`config.mk`:
```
export PLATFORM = sky130hd
export DESIGN_NAME = uart_rx_core
export DESIGN_NICKNAME = d
export VERILOG_FILES = /design/src/rtl/uart_rx_pkg.sv /design/src/rtl/uart_rx_core.sv
export SDC_FILE = /design/constraint.sdc
export NUM_CORES = 1
export LEC_CHECK = 0
export CAP_MARGIN = 5
export CORE_MARGIN = 2
export CORE_UTILIZATION = 63
export CTS_CLUSTER_DIAMETER = 150
export DETAILED_ROUTE_END_ITERATION = 8
export DONT_BUFFER_PORTS = 1
export PLACE_DENSITY = 0.79
export SLEW_MARGIN = 10
export SYNTH_ARGS = -nofsm -noshare
export SYNTH_HDL_FRONTEND = slang
export SYNTH_SLANG_ARGS = --single-unit
```
`constraint.sdc`:
```
create_clock -name MCLK -period 2.9 [get_ports MCLK]
set_input_delay 0.145 -clock MCLK [delete_from_list [all_inputs] [get_ports MCLK]]
set_output_delay 0.145 -clock MCLK [all_outputs]
set_load 0.02 [all_outputs]
```
`src/rtl/uart_rx_pkg.sv`:
```
// Purpose: constants shared by the serial receiver block
// Assumes: AHB-Lite word access, one 20 MHz clock
// Notes: offsets are byte addresses
package uart_rx_pkg;
	// Register byte offsets
	localparam logic [7:0] OFS_STATUS = 8'h00;
	localparam logic [7:0] OFS_CTRL_ONE = 8'h04;
	localparam logic [7:0] OFS_CTRL_TWO = 8'h08;
	localparam logic [7:0] OFS_DATA = 8'h0C;
	localparam logic [7:0] OFS_BAUD = 8'h10;
	// serial_status_reg fields
	localparam int ST_RXAV = 0;
	localparam int ST_OVR = 1;
	localparam int ST_NOISE = 2;
	localparam int ST_FRAME = 3;
	localparam int ST_PARITY = 4;
	localparam int ST_RXIDLE = 5;
	localparam int ST_TXEMPTY = 6;
	localparam int ST_TXIDLE = 7;
	// serial_ctrl_one fields
	localparam int C1_NINE = 0;
	localparam int C1_PTYPE = 1;
	localparam int C1_PEN = 2;
	localparam int C1_RX9 = 3;
	// serial_ctrl_two fields
	localparam int C2_RXEN = 0;
	localparam int C2_RIE = 1;
	localparam int C2_ADDEN = 2;
	localparam int C2_WAKE = 3;
	localparam int C2_TEIE = 4;
	localparam int C2_TIIE = 5;
	// Reset values
	localparam logic [2:0] CTRL_ONE_RST = 3'h0;
	localparam logic [5:0] CTRL_TWO_RST = 6'h00;
	localparam logic [15:0] BAUD_RST = 16'h0000;
	// Oversampling: 16 ticks a bit, votes at ticks 7, 8 and 9
	localparam int OS_RATE = 16;
	localparam logic [3:0] OS_SAMP_A = 4'h7;
	localparam logic [3:0] OS_SAMP_B = 4'h8;
	localparam logic [3:0] OS_VOTE = 4'h9;
	localparam logic [3:0] BITS_NINE = 4'h9;
	localparam logic [3:0] BITS_EIGHT = 4'h8;
	localparam logic [1:0] FIFO_DEPTH = 2'h2;
	typedef enum logic [4:0] {
		RX_IDLE = 5'b00001,
		RX_START = 5'b00010,
		RX_DATA = 5'b00100,
		RX_STOP = 5'b01000,
		RX_BREAK = 5'b10000
	} rx_state_e;
endpackage

```
`src/rtl/uart_rx_core.sv`:
```
// Purpose: receive half of a serial port with error flags and interrupt combine
// Assumes: inputs synchronous to MCLK, AHB-Lite single word transfers
// Notes: zero wait states, response always OKAY
//
// Functional notes
// - RX bits are shifted in one at a time, least significant first.
// - Receive buffer holds two finished words while a third assembles.
// - Third word with full buffer sets overrun, is dropped, buffer kept.
// - Overrun requests an interrupt when receive interrupt enable is set.
// - Setting receiver enable starts the search for a start bit.
// - Data-available flag is set whenever the buffer holds a word.
// - Data-available clears when a data read takes the last word from the buffer.
// - Each word moved into the buffer requests an interrupt if enabled.
// - Break is a framing error word of zeros, sets available and idle.
// - After a break, wait for high line before seeking a start bit.
// - Idle flag low from start detect to stop sample or to a high start-bit vote, high otherwise.
// - Noise sets its flag with the word load, no own interrupt.
// - Noise flag clears through status read then data read.
// - Framing error when stop bit samples low; cleared when its word is read out.
// - Parity error when enabled parity mismatches selected type.
// - Five conditions combine into one low-pulse interrupt request.
// - Tx conditions have own enables; all three rx conditions share one.
// - Address detect requests interrupt without a status flag.
// - With clock stopped, wake, rx enable and receive interrupt enable, RX fall interrupts.
// - Status flags are read-only; only hardware sequences change them.
// - Overrun clears through status read then data read.
// - Sixteen-times oversampling, each level is a three-sample vote.
// - Receiver checks a single stop bit only.
// - In nine-bit mode the top bit shows in control register one.
// - In address mode, load interrupt only when the top bit is high.
`timescale 1ns/100ps
module uart_rx_core (
	// Clock and reset
	input wire logic MCLK,
	input wire logic SYS_RST,
	// AHB-Lite slave
	input wire logic HSEL,
	input wire logic [31:0] HADDR,
	input wire logic [1:0] HTRANS,
	input wire logic HWRITE,
	input wire logic [2:0] HSIZE,
	input wire logic [31:0] HWDATA,
	input wire logic HREADY,
	output logic [31:0] HRDATA,
	output logic HREADYOUT,
	output logic HRESP,
	// Serial line and transmitter conditions
	input wire logic RX_IN,
	input wire logic TX_EMPTY_IN,
	input wire logic TX_IDLE_IN,
	input wire logic CLK_STOPPED,
	// Module interrupt request
	output logic IRQ_N
);

	function automatic logic vote3(input logic a, input logic b, input logic c);
		return (a & b) | (a & c) | (b & c);
	endfunction

	////////////////////////////////////////////////////////////////////////
	// Register bus
	logic [2:0] ctrl_one_r;
	logic [5:0] ctrl_two_r;
	logic [15:0] baud_divider_r;
	logic wr_pend_r;
	logic [7:0] wr_addr_r;
	logic status_seen_r;
	logic bus_go;
	logic rd_data;
	logic rd_status;
	logic clear_ok;
	logic [31:0] rd_mux;

	assign HREADYOUT = 1'b1;
	assign HRESP = 1'b0;
	assign bus_go = HSEL & HTRANS[1] & HREADY;
	assign rd_data = bus_go & !HWRITE & (HADDR[7:0] == uart_rx_pkg::OFS_DATA);
	assign rd_status = bus_go & !HWRITE & (HADDR[7:0] == uart_rx_pkg::OFS_STATUS);
	assign clear_ok = rd_data & status_seen_r;

	always_ff @(posedge MCLK)
	begin
		if (SYS_RST)
		begin
			wr_pend_r <= 1'b0;
			wr_addr_r <= 8'h00;
		end
		else
		begin
			wr_pend_r <= bus_go & HWRITE;
			wr_addr_r <= HADDR[7:0];
		end
	end

	// Status bits have no write path at all
	always_ff @(posedge MCLK)
	begin
		if (SYS_RST)
		begin
			ctrl_one_r <= uart_rx_pkg::CTRL_ONE_RST;
			ctrl_two_r <= uart_rx_pkg::CTRL_TWO_RST;
			baud_divider_r <= uart_rx_pkg::BAUD_RST;
		end
		else if (wr_pend_r)
		begin
			if (wr_addr_r == uart_rx_pkg::OFS_CTRL_ONE)
				ctrl_one_r <= HWDATA[2:0];
			if (wr_addr_r == uart_rx_pkg::OFS_CTRL_TWO)
				ctrl_two_r <= HWDATA[5:0];
			if (wr_addr_r == uart_rx_pkg::OFS_BAUD)
				baud_divider_r <= HWDATA[15:0];
		end
	end

	// A status read arms the clear; the data read that follows uses it
	always_ff @(posedge MCLK)
	begin
		if (SYS_RST)
			status_seen_r <= 1'b0;
		else if (rd_status)
			status_seen_r <= 1'b1;
		else if (rd_data)
			status_seen_r <= 1'b0;
	end

	////////////////////////////////////////////////////////////////////////
	// Control fields
	logic nine_bit_select;
	logic parity_type_select;
	logic parity_enable;
	logic receiver_enable;
	logic rx_irq_enable;
	logic address_detect_enable;
	logic rx_wake_enable;

	assign nine_bit_select = ctrl_one_r[uart_rx_pkg::C1_NINE];
	assign parity_type_select = ctrl_one_r[uart_rx_pkg::C1_PTYPE];
	assign parity_enable = ctrl_one_r[uart_rx_pkg::C1_PEN];
	assign receiver_enable = ctrl_two_r[uart_rx_pkg::C2_RXEN];
	assign rx_irq_enable = ctrl_two_r[uart_rx_pkg::C2_RIE];
	assign address_detect_enable = ctrl_two_r[uart_rx_pkg::C2_ADDEN];
	assign rx_wake_enable = ctrl_two_r[uart_rx_pkg::C2_WAKE];

	////////////////////////////////////////////////////////////////////////
	// Oversampling tick, paused while the serial clock is stopped
	logic [15:0] div_cnt_r;
	logic os_tick;

	assign os_tick = receiver_enable & !CLK_STOPPED & (div_cnt_r == baud_divider_r);

	always_ff @(posedge MCLK)
	begin
		if (SYS_RST | !receiver_enable | os_tick)
			div_cnt_r <= 16'h0000;
		else if (!CLK_STOPPED)
			div_cnt_r <= div_cnt_r + 16'h0001;
	end

	////////////////////////////////////////////////////////////////////////
	// Receiver sequence
	uart_rx_pkg::rx_state_e state_r;
	logic [3:0] os_cnt_r;
	logic [3:0] bit_cnt_r;
	logic [8:0] rx_shift_reg_r;
	logic [1:0] samp_r;
	logic noise_acc_r;
	logic rx_idle_flag_r;
	logic decide;
	logic level;
	logic disagree;
	logic start_seen;
	logic word_done;
	logic [3:0] frame_bits;

	assign decide = os_tick & (os_cnt_r == uart_rx_pkg::OS_VOTE);
	assign level = vote3(samp_r[1], samp_r[0], RX_IN);
	assign disagree = !((samp_r[1] == samp_r[0]) & (samp_r[0] == RX_IN));
	assign start_seen = (state_r == uart_rx_pkg::RX_IDLE) & os_tick & !RX_IN;
	assign word_done = decide & (state_r == uart_rx_pkg::RX_STOP);
	assign frame_bits = nine_bit_select ? uart_rx_pkg::BITS_NINE : uart_rx_pkg::BITS_EIGHT;

	always_ff @(posedge MCLK)
	begin
		if (SYS_RST)
			os_cnt_r <= 4'h0;
		else if (start_seen)
			os_cnt_r <= 4'h1;
		else if (os_tick)
			os_cnt_r <= os_cnt_r + 4'h1;
	end

	always_ff @(posedge MCLK)
	begin
		if (SYS_RST)
			samp_r <= 2'h0;
		else if (os_tick & (os_cnt_r == uart_rx_pkg::OS_SAMP_A))
			samp_r[1] <= RX_IN;
		else if (os_tick & (os_cnt_r == uart_rx_pkg::OS_SAMP_B))
			samp_r[0] <= RX_IN;
	end

	always_ff @(posedge MCLK)
	begin
		if (SYS_RST | !receiver_enable)
			state_r <= uart_rx_pkg::RX_IDLE;
		else
		begin
			unique case (state_r)
				uart_rx_pkg::RX_IDLE:
					if (start_seen)
						state_r <= uart_rx_pkg::RX_START;
				uart_rx_pkg::RX_START:
					if (decide)
						state_r <= level ? uart_rx_pkg::RX_IDLE : uart_rx_pkg::RX_DATA;
				uart_rx_pkg::RX_DATA:
					if (decide & (bit_cnt_r == frame_bits - 4'h1))
						state_r <= uart_rx_pkg::RX_STOP;
				uart_rx_pkg::RX_STOP:
					if (decide)
						state_r <= level ? uart_rx_pkg::RX_IDLE : uart_rx_pkg::RX_BREAK;
				uart_rx_pkg::RX_BREAK:
					if (os_tick & RX_IN)
						state_r <= uart_rx_pkg::RX_IDLE;
			endcase
		end
	end

	always_ff @(posedge MCLK)
	begin
		if (SYS_RST)
		begin
			bit_cnt_r <= 4'h0;
			rx_shift_reg_r <= 9'h000;
		end
		else if (state_r == uart_rx_pkg::RX_START)
		begin
			bit_cnt_r <= 4'h0;
			rx_shift_reg_r <= 9'h000;
		end
		else if (decide & (state_r == uart_rx_pkg::RX_DATA))
		begin
			bit_cnt_r <= bit_cnt_r + 4'h1;
			rx_shift_reg_r <= {level, rx_shift_reg_r[8:1]};
		end
	end

	always_ff @(posedge MCLK)
	begin
		if (SYS_RST | start_seen)
			noise_acc_r <= 1'b0;
		else if (decide & disagree)
			noise_acc_r <= 1'b1;
	end

	always_ff @(posedge MCLK)
	begin
		if (SYS_RST)
			rx_idle_flag_r <= 1'b1;
		else if (start_seen & receiver_enable)
			rx_idle_flag_r <= 1'b0;
		else if (word_done | (decide & (state_r == uart_rx_pkg::RX_START) & level))
			rx_idle_flag_r <= 1'b1;
	end

	////////////////////////////////////////////////////////////////////////
	// Finished word and its error bits
	logic [8:0] rx_word;
	logic word_fe;
	logic word_pe;
	logic word_nz;
	logic word_msb;

	assign rx_word = nine_bit_select ? rx_shift_reg_r : {1'b0, rx_shift_reg_r[8:1]};
	assign word_fe = !level;
	assign word_pe = parity_enable & ((^rx_word) != parity_type_select);
	assign word_nz = noise_acc_r | disagree;
	assign word_msb = nine_bit_select ? rx_word[8] : rx_word[7];

	////////////////////////////////////////////////////////////////////////
	// Two-entry receive buffer
	logic [10:0] buf_r [0:1];
	logic rd_ptr_r;
	logic [1:0] count_r;
	logic push;
	logic pop;
	logic overrun_evt;
	logic wr_idx;
	logic [10:0] head;
	logic rx_data_available;

	assign push = word_done & (count_r != uart_rx_pkg::FIFO_DEPTH);
	assign overrun_evt = word_done & (count_r == uart_rx_pkg::FIFO_DEPTH);
	assign pop = rd_data & (count_r != 2'h0);
	assign wr_idx = rd_ptr_r ^ count_r[0];
	assign head = buf_r[rd_ptr_r];
	assign rx_data_available = (count_r != 2'h0);

	always_ff @(posedge MCLK)
	begin
		if (SYS_RST)
		begin
			buf_r[0] <= 11'h000;
			buf_r[1] <= 11'h000;
		end
		else if (push)
			buf_r[wr_idx] <= {word_pe, word_fe, rx_word};
	end

	always_ff @(posedge MCLK)
	begin
		if (SYS_RST)
		begin
			rd_ptr_r <= 1'b0;
			count_r <= 2'h0;
		end
		else
		begin
			if (pop)
				rd_ptr_r <= !rd_ptr_r;
			count_r <= count_r + {1'b0, push} - {1'b0, pop};
		end
	end

	////////////////////////////////////////////////////////////////////////
	// Sticky overrun and noise; a new event beats a clear
	logic overrun_flag_r;
	logic noise_flag_r;

	always_ff @(posedge MCLK)
	begin
		if (SYS_RST)
			overrun_flag_r <= 1'b0;
		else
			overrun_flag_r <= overrun_evt | (overrun_flag_r & !clear_ok);
	end

	always_ff @(posedge MCLK)
	begin
		if (SYS_RST)
			noise_flag_r <= 1'b0;
		else
			noise_flag_r <= (push & word_nz) | (noise_flag_r & !clear_ok);
	end

	////////////////////////////////////////////////////////////////////////
	// Read data
	always_comb
	begin
		rd_mux = 32'h0000_0000;
		unique case (HADDR[7:0])
			uart_rx_pkg::OFS_STATUS:
			begin
				rd_mux[uart_rx_pkg::ST_RXAV] = rx_data_available;
				rd_mux[uart_rx_pkg::ST_OVR] = overrun_flag_r;
				rd_mux[uart_rx_pkg::ST_NOISE] = noise_flag_r;
				rd_mux[uart_rx_pkg::ST_FRAME] = rx_data_available & head[9];
				rd_mux[uart_rx_pkg::ST_PARITY] = rx_data_available & head[10];
				rd_mux[uart_rx_pkg::ST_RXIDLE] = rx_idle_flag_r;
				rd_mux[uart_rx_pkg::ST_TXEMPTY] = TX_EMPTY_IN;
				rd_mux[uart_rx_pkg::ST_TXIDLE] = TX_IDLE_IN;
			end
			uart_rx_pkg::OFS_CTRL_ONE:
			begin
				rd_mux[2:0] = ctrl_one_r;
				rd_mux[uart_rx_pkg::C1_RX9] = rx_data_available & nine_bit_select & head[8];
			end
			uart_rx_pkg::OFS_CTRL_TWO:
				rd_mux[5:0] = ctrl_two_r;
			uart_rx_pkg::OFS_DATA:
				rd_mux[8:0] = rx_data_available ? head[8:0] : 9'h000;
			uart_rx_pkg::OFS_BAUD:
				rd_mux[15:0] = baud_divider_r;
			default:
				rd_mux = 32'h0000_0000;
		endcase
	end

	always_ff @(posedge MCLK)
	begin
		if (SYS_RST)
			HRDATA <= 32'h0000_0000;
		else if (bus_go & !HWRITE)
			HRDATA <= rd_mux;
	end

	////////////////////////////////////////////////////////////////////////
	// Interrupt combine
	logic rx_prev_r;
	logic tx_prev_r;
	logic irq_n_r;
	logic tx_req;
	logic load_irq;
	logic ovr_irq;
	logic wake_irq;
	logic any_irq;

	assign tx_req = (TX_EMPTY_IN & ctrl_two_r[uart_rx_pkg::C2_TEIE]) |
		(TX_IDLE_IN & ctrl_two_r[uart_rx_pkg::C2_TIIE]);
	assign load_irq = push & rx_irq_enable & (!address_detect_enable | word_msb);
	assign ovr_irq = overrun_evt & rx_irq_enable;
	assign wake_irq = CLK_STOPPED & rx_wake_enable & rx_irq_enable & receiver_enable &
		rx_prev_r & !RX_IN;
	assign any_irq = load_irq | ovr_irq | wake_irq | (tx_req & !tx_prev_r);
	assign IRQ_N = irq_n_r;

	always_ff @(posedge MCLK)
	begin
		if (SYS_RST)
		begin
			rx_prev_r <= 1'b1;
			tx_prev_r <= 1'b0;
			irq_n_r <= 1'b1;
		end
		else
		begin
			rx_prev_r <= RX_IN;
			tx_prev_r <= tx_req;
			irq_n_r <= !any_irq;
		end
	end
endmodule

```
# Word level (Yosys, flattened, before mapping)
# Memory sizes are Yosys's and may differ from the RTL's. A register that Yosys moved wholly into a read port is not among the register bits.
# Cells that the tools add are included.
# totals
mem_count	1
elab_cells	180
out_inout_bits	35
latch_bits	0
mem_bits_ro	0
ram_bits	22
ff_bits	101
# memory_table
memory	words	width	rd	rd_ports_with_merged_regs	wr	line	rtl
buf_r	2	11	1	1	2	uart_rx_core.sv:281	logic [10:0] buf_r [0:1];
# op_classes
n_div	0
eq_ne	27
multipliers	0
add_sub_neg	6
order_cmp	0
muxes	33
n_reduce_logical	25
shift	0
bitwise	64
# ops
cell	count
$and A1 B1 Y1	48
$mux W5	6
$pmux W5 S5	1
$eq A8 B4 Y1 const B	3
$pmux W4 S5	1
$mux W9	2
$mux W1	17
$add A16 B1 Y16 const B	1
$eq A16 B16 Y1	1
$eq A8 B3 Y1 const B	2
$eq A8 B5 Y1 const B	2
$or A1 B1 Y1	14
$ne A2 B2 Y1 const B	6
$logic_not A1 Y1	11
$mux W11	1
$reduce_or A11 Y1	1
$reduce_xor A9 Y1	1
$add A4 B1 Y4 const B	2
$eq A4 B4 Y1 const B	2
$logic_not A8 Y1	1
$pmux W2 S4	1
$reduce_and A2 Y1	4
$reduce_bool A2 Y1	4
$mux W7	1
other kinds (20)	22

# Longest topological paths before layout
# Gate-level depths: netlist (run 1).
# logic_depth
word_depth	12
ltp_mapped	11
ltp_nobuf	11

# Worst setup path after synthesis (run 1)
# Ideal clock, no wire load.
# synth_timing
kind	register to register
from	register div_cnt_r[12]
to	register count_r[1]
t_required_ns	2.772
n_path_buf	0
stages_incl_launch_ff	12
path_slack_ns	0.486
arrival_ns	2.287
cell_sequence	dfxtp_1 xnor2_1 nand4b_1 or4_1 nor2_1 nand3_1 ha_1 inv_1 ha_1 xor2_1 xnor2_1 nor2_1
# synth_between
elab_chain_len	7
# synth_rtl
element	line	rtl
from (decl)	uart_rx_core.sv:146	logic [15:0] div_cnt_r;
from (signal assigned)	uart_rx_core.sv:156	div_cnt_r <= div_cnt_r + 16'h0001;
$eq A16 B16 Y1	uart_rx_core.sv:149	assign os_tick = receiver_enable & !CLK_STOPPED & (div_cnt_r == baud_divider_r);
$and A1 B1 Y1	uart_rx_core.sv:149	
$and A1 B1 Y1	uart_rx_core.sv:175	assign decide = os_tick & (os_cnt_r == uart_rx_pkg::OS_VOTE);
$and A1 B1 Y1	uart_rx_core.sv:179	assign word_done = decide & (state_r == uart_rx_pkg::RX_STOP);
$and A1 B1 Y1	uart_rx_core.sv:291	assign push = word_done & (count_r != uart_rx_pkg::FIFO_DEPTH);
$add A2 B1 Y2	uart_rx_core.sv:320	count_r <= count_r + {1'b0, push} - {1'b0, pop};
$sub A2 B1 Y2	uart_rx_core.sv:320	
to (signal assigned)	uart_rx_core.sv:320	
to (decl)	uart_rx_core.sv:283	logic [1:0] count_r;
# Every way passes these cells.
# A chain may end at the register's enable or synchronous reset.

# Worst setup path in the final report (run 1)
# layout_timing
from	register baud_divider_r[12]
to	register count_r[1]
# layout_between
elab_chain_len	7
# layout_rtl
element	line	rtl
from (decl)	uart_rx_core.sv:64	logic [15:0] baud_divider_r;
from (signal assigned)	uart_rx_core.sv:102	baud_divider_r <= uart_rx_pkg::BAUD_RST;
from (signal assigned)	uart_rx_core.sv:111	baud_divider_r <= HWDATA[15:0];
$eq A16 B16 Y1	uart_rx_core.sv:149	
$and A1 B1 Y1	uart_rx_core.sv:149	
$and A1 B1 Y1	uart_rx_core.sv:175	
$and A1 B1 Y1	uart_rx_core.sv:179	
$and A1 B1 Y1	uart_rx_core.sv:291	
$add A2 B1 Y2	uart_rx_core.sv:320	
$sub A2 B1 Y2	uart_rx_core.sv:320	
# Every way passes these cells.

==> flow_metrics.env, run 1 <==
export IMPL_finalWorstSetupSlack_ps=192
export IMPL_grt_pass1_vias=4881
export IMPL_initial_utilization=0.647
export IMPL_worstSetupPathType="register to register"
export IMPL_hpwl_um=9770
export IMPL_powerDensity_nw_per_um2=587
export IMPL_drt_first_pass_iters=5
export IMPL_wl_met1_um=6230
export IMPL_cts_tree="yes"
export IMPL_dieArea_um2=10200
export IMPL_netlist_top_cells_area="dfxtp_1 34%, edfxtp_1 11%, mux2i_1 9.4%"
export IMPL_area_delta_synth_final_pct=17.4
export IMPL_clockBufferDepth=2
export IMPL_rsz0062_at_grt="no"
export IMPL_synth_area_leader_cell="dfxtp_1"
export IMPL_fmax_mhz=369
export IMPL_critPathRequiredTime_ps=3290
export IMPL_antenna_found_initial=0
export IMPL_swShare=0.230
export IMPL_grt_ovfl_total=0
export IMPL_seq_power_share=0.436
export IMPL_yosysWarnings=0
export IMPL_rrSetupSlack_ps=190
export IMPL_wire_per_inst_um=18.8
export IMPL_viasPerCell=6.13
export IMPL_cts_sinks=124
export IMPL_tightest_slew_ps=615
export IMPL_htreeDepth=4
export IMPL_cts_root_buf="clkbuf_8"
export IMPL_fp_dieH_um=101
export IMPL_die_w_um=101
export IMPL_crit_path_end_kind="register"
export IMPL_final_util=0.759
export IMPL_p_sw_uw=942
export IMPL_met2_length_um=7330
export IMPL_highest_layer="met4"
export IMPL_hold_depth=3
export IMPL_ir_drop_v=0.000369
export IMPL_core_um2=9200
export IMPL_fin_setup_tns_ps=0
export IMPL_row_count=35
export IMPL_setup_violations=0
export IMPL_p_leak_uw=0.00267
export IMPL_grt_pass1_wl_um=24000
export IMPL_ant_nets=0
export IMPL_numPortBuffers=0
export IMPL_finalHoldViolCount=0
export IMPL_clock_latency_ps=520
export IMPL_ys_seq_area_frac=0.454
export IMPL_final_max_slew_viol_count=0
export IMPL_numCtsBuffers=17
export IMPL_drive_above_1_share=0.103
export IMPL_wirelength_um=15200
export IMPL_arrival_ps=3100
export IMPL_synth_top_cell_area_share=0.343
export IMPL_power_frac_comb=0.036
export IMPL_clkTransAtPathRegs_ps=60
export IMPL_preCtsSetupSlack_ps=170
export IMPL_io_pins=113
export IMPL_p_int_uw=3160
export IMPL_drtIter0Drc=345
export IMPL_synth_edf_count=22
export IMPL_period_needed_ps=2710
export IMPL_skew_ps=11.9
export IMPL_hold_path_class="input port to register"
export IMPL_drc_errors=0
export IMPL_ys_seq_elements=124
export IMPL_grt_max_degree=79
export IMPL_pwr_share_clk=0.528
export IMPL_route_vias_total=4969
export IMPL_syn_avg_cell_area_um2=9.18
export IMPL_synthCells=648
export IMPL_synthArstFlopShare=0
export IMPL_num_nets_final=773
export IMPL_syn_area_um2=5950
export IMPL_post_route_period_util=0.934
export IMPL_synth_flop_cell="dfxtp_1"
export IMPL_gp_congestion=0.940
export IMPL_synth_most_common_cell="nor2_1"
export IMPL_slew_headroom=0.590
export IMPL_antenna_cells=0
export IMPL_status="complete, no violations"
export IMPL_reg2reg_depth=11
export IMPL_startpoint_type="register"
export IMPL_track_usage=0.303
export IMPL_worst_path_max_fanout=4
export IMPL_synth_distinct_cells=55
export IMPL_dr_wl_met3_um=1170
export IMPL_cap_violations=0
export IMPL_synth_common_cells="119 x nor2_1, 102 x dfxtp_1, 56 x mux2i_1, 37 x nand2_1, 30 x xnor2_1"
## per-stage QoR
| stage | std cells | total power, uW | hold slack, ps | cell area, um^2 |
|---|---|---|---|---|
| floorplan | 664 | 1930 | 252 | 6010 |
| global placement | 742 | 1900 | 221 | 6000 |
| detailed placement | 742 | 1910 | 224 | 6000 |
| CTS | 810 | 4090 | 0.512 | 6980 |
| global route | 810 | 4210 | 9.23 | 6980 |
| finish | 810 | 4100 | 16.0 | 6980 |
## cells by family (layout without fill, tap and decap cells)
logic type,count (synthesis),in the layout,share of synthesized area
buffers and inverters,56,91,0.0490
AO/OA/AOI/OAI,70,70,0.0753
adder cells (fa/ha/maj),9,9,0.0189
other,2,18,0.00126
AND/OR/NAND/NOR,278,278,0.227
XOR/XNOR,48,48,0.0707
flip-flops,124,124,0.454
multiplexers,61,61,0.104
## layout make-up
cell class | count | area, um^2
clock buffer | 17 | 414
clock inverter | 15 | 184
fill | 600 | 2210
inverter | 9 | 33.8
multi-input combinational | 484 | 3030
sequential | 124 | 2700
tap | 111 | 139
timing repair buffer | 50 | 483
## timing repair
item	CTS	global route
setup buffers	0	0
gates resized for setup	0	3
hold buffers	36	0
hold endpoints to repair	103	0
endpoints found under the setup margin	0	1
## state kept, by name (all words and copies together) (netlist names), 2 cells and up, named ones only
name / flops
bit_cnt_r: 4
div_cnt_r: 16
count_r: 2
HRDATA: 16
samp_r: 2
state_r: 5
buf_r: 22
ctrl_two_r: 6
wr_addr_r: 8
rx_shift_reg_r: 9
ctrl_one_r: 3
os_cnt_r: 4
baud_divider_r: 16
## placed cells by master (no fill, tap or decap), types with 18 or more instances in the layout
cell	n
conb_1	18
mux2i_1	56
a21oi_1	18
xor2_1	18
nor3_1	18
nand3_1	20
nand2_1	37
dlygate4sd3_1	35
nor2_1	118
xnor2_1	30
edfxtp_1	22
dfxtp_1	101
## routing by layer
| metal | global-route usage | up-vias |
|---|---|---|
| li1 | - | 2311 |
| met1 | 0.369 | 2360 |
| met2 | 0.509 | 244 |
| met3 | 0.0876 | 54 |
| met4 | 0.112 | 0 |
| met5 | 0 | - |
## power groups by stage
stage	combinational, uW	sequential [uW]	clock, uW
2_1_floorplan	106	1820	0
3_3_place_gp	78.4	1830	0
3_5_place_dp	79.5	1830	0
4_1_cts	142	1790	2160
5_1_grt	155	1790	2260
6_report	146	1790	2170
## worst max-delay path: stages, from the launching register on
cell,delay (ps)
dfxtp_1,400
xnor2_1,170
nand4b_1,150
or4_4,600
nor2_2,200
nand3_1,120
ha_1,310
inv_1,80
ha_1,160
xor2_1,190
xnor2_1,150
nor2_1,50
## path summary, 6_finish.rpt
check,end,from
max,count_r[1],baud_divider_r[12]
min,HRDATA[2],HADDR[4]
max reg2reg,count_r[1],baud_divider_r[12]
min reg2reg,noise_flag_r,noise_flag_r
(Power assumes the default switching activity.)
==> run 2, diff against run 1 <==
--- a/config.mk
+++ b/config.mk
@@ -8,4 +8,6 @@
 export CAP_MARGIN = 5
+export CELL_PAD_IN_SITES_DETAIL_PLACEMENT = 0
+export CELL_PAD_IN_SITES_GLOBAL_PLACEMENT = 1
 export CORE_MARGIN = 2
-export CORE_UTILIZATION = 63
+export CORE_UTILIZATION = 48
 export CTS_CLUSTER_DIAMETER = 150
@@ -13,3 +15,3 @@
 export DONT_BUFFER_PORTS = 1
-export PLACE_DENSITY = 0.79
+export PLACE_DENSITY_LB_ADDON = 0.1
 export SLEW_MARGIN = 10
--- a/constraint.sdc
+++ b/constraint.sdc
@@ -3,2 +3,2 @@
 set_output_delay 0.145 -clock MCLK [all_outputs]
-set_load 0.02 [all_outputs]
+set_load 0.05 [all_outputs]
==> flow_metrics.env, run 2 (synthesis results as in run 1) <==
export IMPL_slowest_delay_ps=660
export IMPL_seq_power_share=0.447
export IMPL_grt_ovfl_total=0
export IMPL_num_nets_final=771
export IMPL_htreeDepth=4
export IMPL_drt_first_pass_iters=6
export IMPL_p_sw_uw=893
export IMPL_area_delta_synth_final_pct=17.6
export IMPL_fp_dieH_um=115
export IMPL_finalHoldViolCount=0
export IMPL_cts_setup_buffers=0
export IMPL_status="complete, no violations"
export IMPL_grt_use_met1=0.296
export IMPL_drtIter0Drc=286
export IMPL_arrival_ps=3050
export IMPL_skew_ps=6.92
export IMPL_cts_root_buf="clkbuf_16"
export IMPL_gp_congestion=0.894
export IMPL_cts_sinks=124
export IMPL_crit_path_end_kind="register"
export IMPL_viasPerCell=5.42
export IMPL_fin_setup_tns_ps=0
export IMPL_cp_cell_sequence="xnor2_1 > nand4b_1 > or4_1 > nor2_1 > nand3_1 > ha_1 > inv_1 > ha_1 > xor2_1 > xnor2_1 > nor2_1"
export IMPL_critPathRequiredTime_ps=3200
export IMPL_wire_per_inst_um=16.8
export IMPL_cpMaxStageDelayCell="or4_1"
export IMPL_cts_hold_buffers_added=32
export IMPL_period_needed_ps=2750
export IMPL_dieArea_um2=13300
export IMPL_seq_area_um2=2700
export IMPL_rsz0062_at_grt="no"
export IMPL_tightest_slew_ps=867
export IMPL_final_util=0.580
export IMPL_drc_errors=0
export IMPL_hpwl_um=9990
export IMPL_cts_tree="yes"
export IMPL_track_usage=0.226
export IMPL_post_route_period_util=0.948
export IMPL_setup_violations=0
export IMPL_busiest_layer="met2"
export IMPL_hold_ws_ps=17.5
export IMPL_route_vias_total=4680
export IMPL_swShare=0.222
export IMPL_grt_pass1_wl_um=23000
export IMPL_core_um2=12100
export IMPL_numPortBuffers=0
export IMPL_drive_above_1_share=0.101
export IMPL_cap_violations=0
export IMPL_largest_reg_flops=22
export IMPL_final_max_slew_viol_count=0
export IMPL_instances_no_fill=864
export IMPL_fmax_mhz=364
export IMPL_fillers=1084
export IMPL_p_int_uw=3130
export IMPL_initial_utilization=0.493
export IMPL_p_leak_uw=0.00265
export IMPL_placedCellCount=801
export IMPL_wirelength_um=14500
export IMPL_row_count=40
export IMPL_layout_common_cells="119 x nor2_1, 102 x dfxtp_1, 56 x mux2i_1"
export IMPL_ant_nets=0
export IMPL_startpoint_type="register"
export IMPL_ir_drop_v=0.000290
export IMPL_numCtsBuffers=17
export IMPL_global_route_usage_met2=0.364
export IMPL_cts_resized=0
export IMPL_hold_depth=3
export IMPL_reg2reg_depth=11
export IMPL_io_pins=113
export IMPL_final_common_cell="nor2_1"
export IMPL_clock_latency_ps=420
export IMPL_grt_max_degree=69
export IMPL_multi_input_area_um2=3020
export IMPL_antenna_found_initial=0
export IMPL_worstSetupPathType="register to register"
export IMPL_clockBufferDepth=2
export IMPL_die_w_um=115
export IMPL_hold_path_class="input port to register"
export IMPL_grt_pass1_vias=4575
export IMPL_slew_headroom=0.414
export IMPL_clkTransAtPathRegs_ps=60
export IMPL_power_frac_comb=0.042
export IMPL_top_register="buf_r"
export IMPL_worst_path_max_fanout=5
export IMPL_pwr_share_clk=0.511
export IMPL_grt_util_met3=0.0543
export IMPL_antenna_cells=0
export IMPL_powerDensity_nw_per_um2=574
## run 2: layout make-up
cell class,instances,share of cell area
multi-input combinational,484,0.432
sequential,124,0.386
timing repair buffer,48,0.0654
clock buffer,19,0.0647
tap,168,0.0300
clock inverter,12,0.0173
inverter,9,0.00483
## run 2: power by group through the flow
stage	registers (uW)	logic [uW]	clock network, uW
2_1_floorplan	1830	137	0
3_3_place_gp	1830	111	0
3_5_place_dp	1830	112	0
4_1_cts	1800	167	2070
5_1_grt	1800	179	2160
6_report	1800	169	2050
## run 2: worst paths after layout
kind | startpoint | to | slack [ps]
setup reg to reg | div_cnt_r[12] | count_r[1] | 150
hold reg to reg | overrun_flag_r | overrun_flag_r | 460
setup / recovery | div_cnt_r[12] | count_r[1] | 150
hold / removal | SYS_RST | state_r[2] | 20
## run 2: per-stage QoR
step | area (um^2) | total power, uW | worst slack (ps)
after detailed placement | 6090 | 1950 | 185
after CTS | 7000 | 4040 | 160
final | 7000 | 4020 | 151
after floorplan | 6010 | 1970 | 486
after global routing | 7000 | 4140 | 8.10
after global placement | 6090 | 1940 | 243
## run 2: worst max-delay path: cells and delay by family, from the launching register on
family | cells | cell delay, ps
simple gates | 5 | 1260
xor+xnor | 3 | 480
buf+inv | 1 | 60
flops | 1 | 420
fa+ha+maj | 2 | 430
## run 2: per-layer routing
layer	up-vias	wire (um)
met1	2224	6920
met5	-	0
li1	2302	-
met2	134	6610
met4	0	216
met3	20	757
==> run 3, diff against run 2 <==
Settings changed: ABC_AREA set to 1, CORE_UTILIZATION 48 to 46.
==> flow_metrics.env, run 3 <==
export IMPL_status="complete, no violations"
export IMPL_worst_path_max_fanout=12
export IMPL_ant_nets=0
export IMPL_hold_depth=2
export IMPL_cts_root_buf="clkbuf_16"
export IMPL_seq_area_um2=2700
export IMPL_syn_avg_cell_area_um2=7.44
export IMPL_grt_max_degree=42
export IMPL_holdCritStartpoint="HWDATA[0]"
export IMPL_drive_above_1_share=0.0854
export IMPL_skew_ps=9.15
export IMPL_preCtsSetupSlack_ps=405
export IMPL_finalWorstSetupSlack_ps=402
export IMPL_cts_resized=0
export IMPL_synth_area_leader_cell="dfxtp_1"
export IMPL_drc_errors=0
export IMPL_rr_endpoint="buf_r[1][6]"
export IMPL_cap_violations=0
export IMPL_largest_reg_flops=22
export IMPL_syn_area_um2=6120
export IMPL_clock_latency_ps=420
export IMPL_synthArstFlopShare=0
export IMPL_row_count=42
export IMPL_io_pins=113
export IMPL_wire_per_inst_um=15.0
export IMPL_grt_ovfl_total=0
export IMPL_crit_path_end_kind="register"
export IMPL_ir_drop_v=0.000345
export IMPL_rsz0062_at_grt="no"
export IMPL_fp_dieH_um=119
export IMPL_clockBufferDepth=2
export IMPL_placedCellCount=981
export IMPL_layout_common_cells="149 x nand2_1, 105 x inv_1, 102 x dfxtp_1, 102 x nor2_1, 66 x a21oi_1"
export IMPL_synth_flop_cell="dfxtp_1"
export IMPL_netlist_top_cells_area="dfxtp_1 33%, edfxtp_1 11%, nand2_1 9.1%"
export IMPL_synthCells=822
export IMPL_tightest_slew_ps=1050
export IMPL_setup_violations=0
export IMPL_synth_common_cells="149 x nand2_1, 105 x inv_1, 102 x dfxtp_1, 102 x nor2_1, 66 x a21oi_1"
export IMPL_rr_startpoint="div_cnt_r[1]"
export IMPL_final_max_slew_viol_count=0
export IMPL_numCtsBuffers=17
export IMPL_gp_congestion=0.868
export IMPL_top_register="buf_r"
export IMPL_rrSetupSlack_ps=400
export IMPL_track_usage=0.233
export IMPL_antenna_cells=0
export IMPL_htreeDepth=4
export IMPL_route_vias_total=5221
export IMPL_powerDensity_nw_per_um2=567
export IMPL_p_leak_uw=0.00283
export IMPL_die_w_um=119
export IMPL_slew_headroom=0.300
export IMPL_synth_edf_count=22
export IMPL_dieArea_um2=14200
export IMPL_ys_seq_elements=124
export IMPL_area_delta_synth_final_pct=15.9
export IMPL_startpoint_type="register"
export IMPL_synth_most_common_cell="nand2_1"
export IMPL_worstSetupPathType="register to register"
export IMPL_period_needed_ps=2500
export IMPL_antenna_found_initial=0
export IMPL_finalHoldViolCount=0
export IMPL_drtIter0Drc=308
export IMPL_critPathRequiredTime_ps=2960
export IMPL_ys_seq_area_frac=0.442
export IMPL_final_common_cell="nand2_1"
export IMPL_synth_top_cell_area_share=0.334
export IMPL_num_nets_final=941
export IMPL_yosysWarnings=0
export IMPL_cts_tree="yes"
export IMPL_drt_first_pass_iters=5
export IMPL_reg2reg_depth=12
export IMPL_viasPerCell=5.01
export IMPL_clkTransAtPathRegs_ps=50
export IMPL_cts_sinks=124
export IMPL_grt_pass1_vias=5177
export IMPL_multi_input_area_um2=2800
export IMPL_post_route_period_util=0.862
export IMPL_numPortBuffers=0
export IMPL_grt_pass1_wl_um=25900
export IMPL_synth_distinct_cells=45
export IMPL_instances_no_fill=1043
export IMPL_hpwl_um=11300
export IMPL_fin_setup_tns_ps=0
export IMPL_wirelength_um=15700
export IMPL_hold_ws_ps=24.0
export IMPL_core_um2=13100
export IMPL_fillers=1285
export IMPL_hold_path_class="input port to register"
export IMPL_arrival_ps=2560
export IMPL_fmax_mhz=400
export IMPL_min_to="ctrl_two_r[0]"
export IMPL_initial_utilization=0.466
==> run 3: changes by cell type after synthesis, sizes merged, moves of 21 or more <==
cell | before | now
o21ai | 15 | 64
a21oi | 18 | 66
mux2i | 56 | 6
nand2 | 37 | 154
xnor2 | 30 | 8
inv | 9 | 115
nand3 | 20 | 41
==> run 3: how the worst max path moves through the flow <==
| stage | end | cells after the start | slack, ps | startpoint |
|---|---|---|---|---|
| floorplan | buf_r[0][0] | 13 | 810 | div_cnt_r[7] |
| global placement | buf_r[1][7] | 12 | 420 | baud_divider_r[11] |
| detailed placement | buf_r[1][7] | 12 | 410 | baud_divider_r[1] |
| CTS | buf_r[1][2] | 12 | 380 | baud_divider_r[1] |
| global route | buf_r[1][9] | 12 | 150 | baud_divider_r[11] |
| finish | buf_r[1][6] | 12 | 400 | div_cnt_r[1] |
==> run 3: power by group <==
part | internal, uW | switching [uW]
Combinational | 47.1 | 119
Sequential | 1780 | 17.0
Clock | 1320 | 735
Total | 3150 | 870
==> run 3: per-stage QoR <==
stage	cell area, um^2	total power (uW)	utilization
floorplan	6180	1960	-
global placement	6220	1950	0.473
detailed placement	6220	1950	0.473
CTS	7090	4050	0.540
global route	7090	4130	0.540
finish	7090	4020	0.540
==> run 3: kinds of logic after synthesis <==
group           after synthesis  share of synthesized area
simple gates                352                      0.256
buf+inv                     156                      0.110
compound gates              152                      0.133
flops                       124                      0.442
xor+xnor                     21                     0.0301
fa+ha+maj                     9                     0.0184
mux                           6                    0.00982
other cells                   2                    0.00123
==> run 3: repair_timing <==
item,in CTS,in global routing
endpoints found under the hold margin,56,0
buffers inserted,0,0
hold buffers,30,0
==> run 3: layout make-up <==
type,count,share of cell area
Multi-Input combinational cell,558,0.395
Sequential cell,124,0.381
Clock buffer,24,0.0679
Inverter,115,0.0609
Timing Repair Buffer,38,0.0508
Tap cell,176,0.0311
Clock inverter,8,0.0127
==> run 3: metal layers <==
metal	track usage	routed length (um)	vias to the layer above
met1	0.290	7140	2403
met4	0.0875	238	0
met2	0.399	7630	99
li1	-	-	2699
met3	0.0479	644	20
met5	0	0	-
==> run 3: worst max-delay path, cell delays in order (launching register included) <==
cell	delay [ps]
dfxtp_1	410
inv_1	60
nand2_1	70
nand2_1	70
nor2_1	110
nand2_1	80
nor2_2	160
nand3_4	170
nor2_4	160
nand3_2	120
nor2_4	140
nand2_2	170
nand2_1	420
